--- src/fsw_defines.svh ---
// timing counts, field positions and reset values for the fault watchdog
`ifndef FSW_DEFINES_SVH
`define FSW_DEFINES_SVH

// clock period and time units, figures in their own unit
`define FSW_CLK_NS 50
`define FSW_MS_NS 1000000
`define FSW_PRESS_MS 2000

// derived cycle counts (both above 4096, so top-level parameters)
`define FSW_MS_CYCLES (`FSW_MS_NS / `FSW_CLK_NS)
`define FSW_PRESS_CYCLES (`FSW_PRESS_MS * (`FSW_MS_NS / `FSW_CLK_NS))

// counter widths sized for the counts above
`define FSW_TICK_W 15
`define FSW_PRESS_W 26

// watchdog limits in milliseconds
`define FSW_WD_MAX_MS 16'hFFFE
`define FSW_WD_MIN_MS 16'h0001

// output and gp input lane counts
`define FSW_TTL_N 2
`define FSW_ISO_N 4
`define FSW_GPI_N 2

// positions inside the synchroniser bundle
`define FSW_SY_GPI 0
`define FSW_SY_HALT 2
`define FSW_SY_HEAT 3
`define FSW_SY_BTN 4
`define FSW_SY_BOOT 5
`define FSW_SY_W 6

// reset values and settle end count
`define FSW_TTL_RST 2'h0
`define FSW_ISO_RST 4'h0
`define FSW_SETTLE_DONE 2'h3

`endif

--- src/fsw_pkg.sv ---
// types shared by the fault watchdog design
package fsw_pkg;

    // safe state of one logic-level output lane
    typedef enum logic [1:0] {
        FSW_SAFE_LOW,
        FSW_SAFE_HIGH,
        FSW_SAFE_HIZ
    } fsw_safe_t;

    // watchdog expiry action
    typedef enum logic [1:0] {
        FSW_WD_NOTIFY,
        FSW_WD_DRIVE,
        FSW_WD_HALT
    } fsw_wd_act_t;

    // supervisor state
    typedef enum logic {
        FSW_RUN,
        FSW_FAULT
    } fsw_state_t;

    // watchdog configuration from software
    typedef struct packed {
        logic arm;
        fsw_wd_act_t action;
        logic [15:0] timeout_ms;
    } fsw_wd_cfg_t;

    // safe states applied on a fault when halt mode is in force
    typedef struct packed {
        fsw_safe_t ttl1;
        fsw_safe_t ttl0;
        logic [3:0] iso;
    } fsw_safe_cfg_t;

    // sticky fault causes
    typedef struct packed {
        logic ext;
        logic wd;
        logic heat;
    } fsw_fault_t;

endpackage

--- src/fsw_top.sv ---
// fault supervisor: halt input, watchdog, overheat, gp i/o, safe outputs
//
// Operation
// - three fault sources: external halt, watchdog expiry, overheat
// - halt mode on and halt input off records external halt fault
// - external halt stops processing, shows red, stays until reset
// - fault with halt mode drives logic and isolated outputs to safe states
// - protected-boot switch on makes halt mode ignored while the switch stays on
// - fault state and held outputs persist until a reset
// - front-panel reset accepted only after two-second continuous press
// - halt mode stays in force until reset once enabled
// - watchdog timeout in 1 ms steps up to 65534 ms
// - watchdog action: notify only, drive first logic output, or halt
// - notify mode expired flag true after expiry until disarm
// - drive mode: first logic output high on expiry until disarm
// - halt mode: expiry halts, red indicator, safe outputs if halt mode
// - overheat halts, red indicator, safe outputs if halt mode
// - software samples gp inputs any time and sets gp outputs only while not halted
// - gp inputs never start a timed pulse generator
// - gp outputs change on software writes, watchdog drive action and safe states
`timescale 1ns/1ns
`include "fsw_defines.svh"
module fsw_top
    import fsw_pkg::*;
#(
    parameter int MS_CYCLES = `FSW_MS_CYCLES,
    parameter int PRESS_CYCLES = `FSW_PRESS_CYCLES
) (
    // clock and reset
    input wire logic clk,
    input wire logic rst_n,
    // field pins, asynchronous to clk
    input wire logic halt_req_pin,
    input wire logic overheat_pin,
    input wire logic reset_btn_pin,
    input wire logic protect_boot_pin,
    input wire logic [`FSW_GPI_N-1:0] gp_in_pin,
    // software configuration and control
    input wire logic halt_mode_en,
    input wire fsw_wd_cfg_t wd_cfg,
    input wire logic wd_service,
    input wire fsw_safe_cfg_t safe_cfg,
    input wire logic ttl_wr,
    input wire logic [`FSW_TTL_N-1:0] ttl_wr_data,
    input wire logic iso_wr,
    input wire logic [`FSW_ISO_N-1:0] iso_wr_data,
    // logic-level outputs with enables, isolated outputs
    output logic [`FSW_TTL_N-1:0] ttl_out,
    output logic [`FSW_TTL_N-1:0] ttl_oe,
    output logic [`FSW_ISO_N-1:0] iso_out,
    // status toward software and the front panel
    output logic [`FSW_GPI_N-1:0] gp_in_val,
    output fsw_fault_t fault,
    output logic halted,
    output logic health_red,
    output logic halt_mode_active,
    output logic wd_expired,
    output logic panel_reset
);

    logic [`FSW_SY_W-1:0] pin_sync;
    logic halt_req_s;
    logic heat_s;
    logic btn_s;
    logic boot_s;
    logic panel_ok;
    logic clr;
    logic [1:0] settle_ff;
    logic ready;
    logic halt_latch_ff;
    logic halt_eff;
    logic [`FSW_TICK_W-1:0] tick_cnt_ff;
    logic tick;
    logic [15:0] ms_cnt_ff;
    logic [15:0] wd_limit;
    logic wd_exp_ff;
    logic wd_hit;
    fsw_fault_t fault_ff;
    fsw_fault_t nxt_fault;
    fsw_state_t state_ff;
    fsw_state_t nxt_state;
    logic safe_ff;
    logic nxt_safe;
    logic [`FSW_TTL_N-1:0] ttl_lvl_ff;
    logic [`FSW_ISO_N-1:0] iso_lvl_ff;
    logic [`FSW_TTL_N-1:0] nxt_ttl_out;
    logic [`FSW_TTL_N-1:0] nxt_ttl_oe;
    logic [`FSW_ISO_N-1:0] nxt_iso_out;
    logic [`FSW_TTL_N-1:0] ttl_out_ff;
    logic [`FSW_TTL_N-1:0] ttl_oe_ff;
    logic [`FSW_ISO_N-1:0] iso_out_ff;
    logic [`FSW_GPI_N-1:0] gp_in_ff;
    logic halted_ff;
    logic red_ff;
    logic halt_act_ff;
    logic wd_flag_ff;
    logic panel_ff;

    // every pin passes two flops before any logic looks at it
    fsw_sync #(
        .W(`FSW_SY_W)
    ) u_sync (
        .clk(clk),
        .rst_n(rst_n),
        .d({protect_boot_pin, reset_btn_pin, overheat_pin, halt_req_pin,
            gp_in_pin}),
        .q(pin_sync)
    );

    assign halt_req_s = pin_sync[`FSW_SY_HALT];
    assign heat_s = pin_sync[`FSW_SY_HEAT];
    assign btn_s = pin_sync[`FSW_SY_BTN];
    assign boot_s = pin_sync[`FSW_SY_BOOT];

    // long press on the front button acts as a device reset
    fsw_press #(
        .HOLD(PRESS_CYCLES)
    ) u_press (
        .clk(clk),
        .rst_n(rst_n),
        .pressed(btn_s),
        .accept(panel_ok)
    );

    // panel reset clears all state that uses clr; the synchroniser, press detector, gp sample and echo see only rst_n
    assign clr = !rst_n || panel_ok;

    // hold off pin faults until the synchroniser holds real samples,
    // otherwise its reset zeros would look like a dropped halt input
    always_ff @(posedge clk)
    begin
        if (clr)
            settle_ff <= 2'h0;
        else if (settle_ff != `FSW_SETTLE_DONE)
            settle_ff <= settle_ff + 2'h1;
    end

    assign ready = (settle_ff == `FSW_SETTLE_DONE);

    // halt mode latches on; dropping the enable only counts after reset
    always_ff @(posedge clk)
    begin
        if (clr)
            halt_latch_ff <= 1'b0;
        else if (halt_mode_en)
            halt_latch_ff <= 1'b1;
    end

    // protected boot overrides the latched halt mode
    assign halt_eff = halt_latch_ff & ~boot_s;

    // millisecond prescaler; service restarts the partial millisecond too
    always_ff @(posedge clk)
    begin
        if (clr || !wd_cfg.arm || wd_service || wd_exp_ff)
            tick_cnt_ff <= '0;
        else if (tick)
            tick_cnt_ff <= '0;
        else
            tick_cnt_ff <= tick_cnt_ff + `FSW_TICK_W'(1);
    end

    assign tick = (tick_cnt_ff == `FSW_TICK_W'(MS_CYCLES - 1));

    // elapsed milliseconds since arm or last service
    always_ff @(posedge clk)
    begin
        if (clr || !wd_cfg.arm || wd_service)
            ms_cnt_ff <= 16'h0000;
        else if (tick)
            ms_cnt_ff <= ms_cnt_ff + 16'h0001;
    end

    // zero would expire at once and above the top is out of range
    always_comb
    begin
        if (wd_cfg.timeout_ms < `FSW_WD_MIN_MS)
            wd_limit = `FSW_WD_MIN_MS;
        else if (wd_cfg.timeout_ms > `FSW_WD_MAX_MS)
            wd_limit = `FSW_WD_MAX_MS;
        else
            wd_limit = wd_cfg.timeout_ms;
    end

    // expiry is sticky until disarm; a service in the expiry cycle loses
    always_ff @(posedge clk)
    begin
        if (clr || !wd_cfg.arm)
            wd_exp_ff <= 1'b0;
        else if (ms_cnt_ff >= wd_limit)
            wd_exp_ff <= 1'b1;
    end

    // only the halt action turns an expiry into a fault
    assign wd_hit = wd_exp_ff && (wd_cfg.action == FSW_WD_HALT);

    // fault causes gather and stick; nothing but reset clears them
    always_comb
    begin
        nxt_fault = fault_ff;
        if (ready && halt_eff && !halt_req_s)
            nxt_fault.ext = 1'b1;
        if (wd_hit)
            nxt_fault.wd = 1'b1;
        if (ready && heat_s)
            nxt_fault.heat = 1'b1;
    end

    always_ff @(posedge clk)
    begin
        if (clr)
            fault_ff <= '0;
        else
            fault_ff <= nxt_fault;
    end

    // supervisor: run until any cause appears, then stay halted
    always_comb
    begin
        nxt_state = state_ff;
        unique case (state_ff)
            FSW_RUN:
            begin
                if (nxt_fault != '0)
                    nxt_state = FSW_FAULT;
            end
            FSW_FAULT:
                nxt_state = FSW_FAULT;
        endcase
    end

    always_ff @(posedge clk)
    begin
        if (clr)
            state_ff <= FSW_RUN;
        else
            state_ff <= nxt_state;
    end

    // safe states are chosen at the fault and kept, so a later move of
    // the boot switch cannot release outputs before a reset
    assign nxt_safe = safe_ff || (nxt_state == FSW_FAULT && halt_eff);

    always_ff @(posedge clk)
    begin
        if (clr)
            safe_ff <= 1'b0;
        else
            safe_ff <= nxt_safe;
    end

    // software levels; frozen once halted so outputs stay where they were
    always_ff @(posedge clk)
    begin
        if (clr)
            ttl_lvl_ff <= `FSW_TTL_RST;
        else if (ttl_wr && state_ff == FSW_RUN)
            ttl_lvl_ff <= ttl_wr_data;
    end

    always_ff @(posedge clk)
    begin
        if (clr)
            iso_lvl_ff <= `FSW_ISO_RST;
        else if (iso_wr && state_ff == FSW_RUN)
            iso_lvl_ff <= iso_wr_data;
    end

    // output selection: safe states win over software and watchdog
    always_comb
    begin
        nxt_ttl_out = ttl_lvl_ff;
        nxt_ttl_oe = '1;
        nxt_iso_out = iso_lvl_ff;
        if (wd_cfg.action == FSW_WD_DRIVE)
            nxt_ttl_out[0] = wd_exp_ff;
        if (nxt_safe)
        begin
            nxt_iso_out = safe_cfg.iso;
            nxt_ttl_out[0] = (safe_cfg.ttl0 == FSW_SAFE_HIGH);
            nxt_ttl_oe[0] = (safe_cfg.ttl0 != FSW_SAFE_HIZ);
            nxt_ttl_out[1] = (safe_cfg.ttl1 == FSW_SAFE_HIGH);
            nxt_ttl_oe[1] = (safe_cfg.ttl1 != FSW_SAFE_HIZ);
        end
    end

    // pin drivers; enables low in reset; frozen in the fault state so a
    // late expiry, disarm or safe-state edit cannot move a held output
    always_ff @(posedge clk)
    begin
        if (clr)
        begin
            ttl_out_ff <= `FSW_TTL_RST;
            ttl_oe_ff <= '0;
            iso_out_ff <= `FSW_ISO_RST;
        end
        else if (state_ff == FSW_RUN)
        begin
            ttl_out_ff <= nxt_ttl_out;
            ttl_oe_ff <= nxt_ttl_oe;
            iso_out_ff <= nxt_iso_out;
        end
    end

    // gp inputs only reach this sample register, never a pulse start
    always_ff @(posedge clk)
    begin
        if (!rst_n)
            gp_in_ff <= '0;
        else
            gp_in_ff <= pin_sync[`FSW_SY_GPI +: `FSW_GPI_N];
    end

    // status flags toward software and the health indicator
    always_ff @(posedge clk)
    begin
        if (clr)
        begin
            halted_ff <= 1'b0;
            red_ff <= 1'b0;
            halt_act_ff <= 1'b0;
            wd_flag_ff <= 1'b0;
        end
        else
        begin
            halted_ff <= (nxt_state == FSW_FAULT);
            red_ff <= (nxt_state == FSW_FAULT);
            halt_act_ff <= halt_eff;
            wd_flag_ff <= wd_exp_ff && wd_cfg.arm;
        end
    end

    // panel reset pulse is echoed so the rest of the system can follow
    always_ff @(posedge clk)
    begin
        if (!rst_n)
            panel_ff <= 1'b0;
        else
            panel_ff <= panel_ok;
    end

    assign ttl_out = ttl_out_ff;
    assign ttl_oe = ttl_oe_ff;
    assign iso_out = iso_out_ff;
    assign gp_in_val = gp_in_ff;
    assign fault = fault_ff;
    assign halted = halted_ff;
    assign health_red = red_ff;
    assign halt_mode_active = halt_act_ff;
    assign wd_expired = wd_flag_ff;
    assign panel_reset = panel_ff;

endmodule

--- src/fsw_sync.sv ---
// two flip-flop synchroniser for a bundle of asynchronous pins
`timescale 1ns/1ns
module fsw_sync #(
    parameter int W = 1
) (
    // clock and reset
    input wire logic clk,
    input wire logic rst_n,
    // asynchronous pins and their synchronised copy
    input wire logic [W-1:0] d,
    output logic [W-1:0] q
);

    logic [W-1:0] meta_ff;
    logic [W-1:0] sync_ff;

    // first stage feeds only the second stage
    always_ff @(posedge clk)
    begin
        if (!rst_n)
        begin
            meta_ff <= '0;
            sync_ff <= '0;
        end
        else
        begin
            meta_ff <= d;
            sync_ff <= meta_ff;
        end
    end

    assign q = sync_ff;

endmodule

--- src/fsw_press.sv ---
// long-press detector for the front-panel reset button
`timescale 1ns/1ns
`include "fsw_defines.svh"
module fsw_press #(
    parameter int HOLD = `FSW_PRESS_CYCLES
) (
    // clock and reset
    input wire logic clk,
    input wire logic rst_n,
    // synchronised button level, high while pressed
    input wire logic pressed,
    // one-cycle pulse once the hold time is reached
    output logic accept
);

    logic [`FSW_PRESS_W-1:0] cnt_ff;
    logic fired_ff;
    logic accept_ff;
    logic at_hold;

    assign at_hold = (cnt_ff == `FSW_PRESS_W'(HOLD - 1));

    // any release restarts the count, so a bounce never sums up
    always_ff @(posedge clk)
    begin
        if (!rst_n || !pressed)
            cnt_ff <= '0;
        else if (!at_hold)
            cnt_ff <= cnt_ff + `FSW_PRESS_W'(1);
    end

    // fire once per press; a held button does not repeat the reset
    always_ff @(posedge clk)
    begin
        if (!rst_n || !pressed)
        begin
            fired_ff <= 1'b0;
            accept_ff <= 1'b0;
        end
        else
        begin
            fired_ff <= fired_ff | at_hold;
            accept_ff <= at_hold & ~fired_ff;
        end
    end

    assign accept = accept_ff;

endmodule

--- config.mk ---
export PLATFORM = sky130hd
export DESIGN_NAME = fsw_top
export DESIGN_NICKNAME = d
export VERILOG_FILES = /design/src/fsw_pkg.sv /design/src/fsw_top.sv /design/src/fsw_sync.sv /design/src/fsw_press.sv
export VERILOG_INCLUDE_DIRS = /design/src
export SDC_FILE = /design/constraint.sdc
export NUM_CORES = 1
export LEC_CHECK = 0
export BUFFER_PORTS_ARGS = -buffer_cell sky130_fd_sc_hd__clkbuf_2
export CAP_MARGIN = 20
export CORE_MARGIN = 2
export CORE_UTILIZATION = 45
export DETAILED_ROUTE_END_ITERATION = 6
export RECOVER_POWER = 50
export SLEW_MARGIN = 20
export SYNTH_ARGS = -nofsm -noshare
export SYNTH_HDL_FRONTEND = slang
export SYNTH_SLANG_ARGS = --single-unit
--- constraint.sdc ---
create_clock -name clk -period 4.8 [get_ports clk]
set_input_delay 0.96 -clock clk [delete_from_list [all_inputs] [get_ports clk]]
set_output_delay 0.96 -clock clk [all_outputs]
set_load 0.05 [all_outputs]
==> results.md <==
- P_sw: 0.000404 W
- Post-DRT Antenna Nets: 0
- Post-cts sizing count: 0
- GRT Util Overall: 17.3%
- Fillers: 963
- CTS Buf Count: 9
- P per Cell Area: 303 nW/um^2
- Via count: 3641
- CTS tree: built
- EDFF count, synth: 0
- DP Wirelength: 6.41 mm
- Routed wire length per instance: 12.4 um
- Fin Hold WS: 0.433 ns
- GPL Wtd Cong: 0.823
- Die area: 10900 um^2
- Initial DRC count: 145
- Tmin final: 2.93 ns
- Clk pwr share: 35.3%
- Clock Sink Count: 99
- FF+latch count, synth: 99
- N_diodes: 0
- Total leakage power: 1.93 nW
- Crit path launch type: input pin
- Synth async-reset ratio: 0%
- Placed instance count: 694
- Fin cells: 710
- Cell row count: 36
- Synth cell types: 45
- Syn_area_per_cell: 8.76 um^2
- Layout cells sized above 1: 12.5%
- RSZ-0062 raised after global routing: no
- Top_reg_cell synth: dfxtp_1
- Congestion Overflow GR: 0
- Synth top area cells: dfxtp_1, nor2_1, ha_1, xnor2_1, nand4_1
- Number of buffers added on ports: 62
- Io pins: 63
- Initial Utilization: 46.4%
- Synth Net Count: 583
- Final Cycle Share: 60.9%
- Post-synth top area share: 43.7%
- Required @ worst endpoint: 5.10 ns
- CP endpoint kind: flop
- Max FO, Critical Path: 19
- Headroom to the max-slew limit: 40.5%
- Post-DP Area: 4940 um^2
- P&R area growth vs syn: 12.8%
- Logic pwr share: 9.3%
- Post-layout instance area: 5120 um^2
- DRC: 0
- Synthesized area: 4540 um^2
- Yosys warnings: 0
- Overall die height: 104 um
- Max clock buf depth: 2
- Largest area contributor in the netlist: dfxtp_1
- Peak supply drop: 0.212 mV
- Via/cell ratio: 5.13
- FF-to-FF setup slack: 2.57 ns
- Share of power burned in registers: 55.4%
- Setup TNS Final: 0 ns
- Fin. Hold Viols: 0
- Max-cap check violation count: 0
- Most common cell after layout, fill and taps aside: dfxtp_1
- Setup WS pre-CTS: 1.96 ns
- Worst-path clk slew: 0.09 ns
- Antenna violations before repair: 1
- Least-Margin Pin Slew: 0.890 ns
- Largest net degree at the start of global routing: 27
- Final worst-path setup slack: 1.87 ns
- Setup violations, final: 0
- Later-pin clock latency in the skew report: 0.36 ns
- Root Buffer: clkbuf_8
- Post-CTS setup buffers: 0
- Crit path DAT: 3.22 ns
- Synth Instances: 518
- First-pass GRT wire length: 15.6 mm
- Internal: 0.00115 W
- Final WL: 8.81 mm
- Status: completed
- Clk_skew: 0.0114 ns
- Die width: 104 um
- Max-slew violations: 0
- First-pass DRT Iterations: 4
- NumNets Final: 637
- Hold buffer count at CTS: 0
- Seq/Total Area, Yosys: 43.7%
- Core area: 9770 um^2
- Most frequent cells in the layout: dfxtp_1, nor2_1, clkbuf_2
- Switching power share of the total: 26.0%
- Vias in the first global route: 3389
- Worst hold path type: reg2reg
- Setup Crit Path Kind: in2reg
- Fmax: 342 MHz
- Htree depth: 3
## per-stage QoR
| stage | util (%) | total power (W) |
|---|---|---|
| global route | 52.4 | 0.00162 |
| detailed placement | 50.5 | 0.00103 |
| CTS | 52.6 | 0.00158 |
| global placement | 50.4 | 0.00102 |
| floorplan | - | 0.000981 |
| finish | 52.4 | 0.00155 |
## state kept, by name, summed over array words and instances (netlist names)
register	cells
u_press.cnt_ff	26
ms_cnt_ff	16
tick_cnt_ff	15
u_sync.meta_ff	6
u_sync.q	6
iso_lvl_ff	4
iso_out	4
fault	3
gp_in_val	2
settle_ff	2
ttl_lvl_ff	2
ttl_oe	2
ttl_out	2
halt_latch_ff	1
halt_mode_active	1
health_red	1
panel_reset	1
safe_ff	1
u_press.accept	1
u_press.fired_ff	1
wd_exp_ff	1
wd_expired	1
## per-layer routing
layer  part of all wire [%]  vias to the layer above  wire (um)  track usage (%)
li1                       -                     1904          -                -
met1                     49                     1663       4330             22.2
met2                     45                       59       4000             27.6
met3                    3.5                       13        311             4.89
met4                    1.7                        2        152             6.18
met5                   0.15                        -         13                0
## cell families (layout without fill, tap and decap cells)
logic type / Yosys count / in the layout / share of synthesized area, %
XOR/XNOR: 42 / 42 / 8.10
adder cells (fa/ha/maj): 20 / 20 / 5.51
AND/OR/NAND/NOR: 239 / 239 / 27.9
buffers and inverters: 54 / 113 / 4.93
AO/OA/AOI/OAI: 54 / 54 / 7.69
multiplexers: 10 / 10 / 2.23
flip-flops: 99 / 99 / 43.7
## final cells by class
cell class	instances	area [um^2]	share of cell area, %
clock buffers	9	124	2.42
repair buffers	63	297	5.79
well taps	133	166	3.25
inverters	34	128	2.49
clock inverters	7	83.8	1.64
multi-input cells	365	2340	45.7
flip-flops and latches	99	1980	38.7
## final timing paths
check / startpoint / to / depth (start not counted)
max: rst_n / tick_cnt_ff[5] / 7
min reg2reg: u_press.fired_ff / u_press.accept / 1
min: u_press.fired_ff / u_press.accept / 1
max reg2reg: tick_cnt_ff[0] / ms_cnt_ff[15] / 6
## cell usage after synthesis, types with 13 or more instances
cell type and count:
xor2_1 14, nand3_1 18, nand4_1 22, nor2_1 70, a21oi_1 21, dfxtp_1 99
ha_1 20, inv_1 34, o21ai_0 13, and2_1 20, nand2_1 28, nor4_1 22
xnor2_1 28
## critical path: stages
cell      delay, ns
clkbuf_1       0.43
and2b_1        0.31
nand2_1        0.11
or2_0          0.21
clkbuf_1       0.33
or3_1          0.68
nor2_1         0.18
## power by group through the flow
stage	clock [W]	sequential [W]	combinational, W
finish	0.000548	0.000859	0.000144
global route	0.000602	0.000863	0.000160
CTS	0.000572	0.000860	0.000149
detailed placement	0	0.000879	0.000148
global placement	0	0.000878	0.000145
floorplan	0	0.000908	0.0000730
No activity file was read; power rests on OpenSTA's default activity.
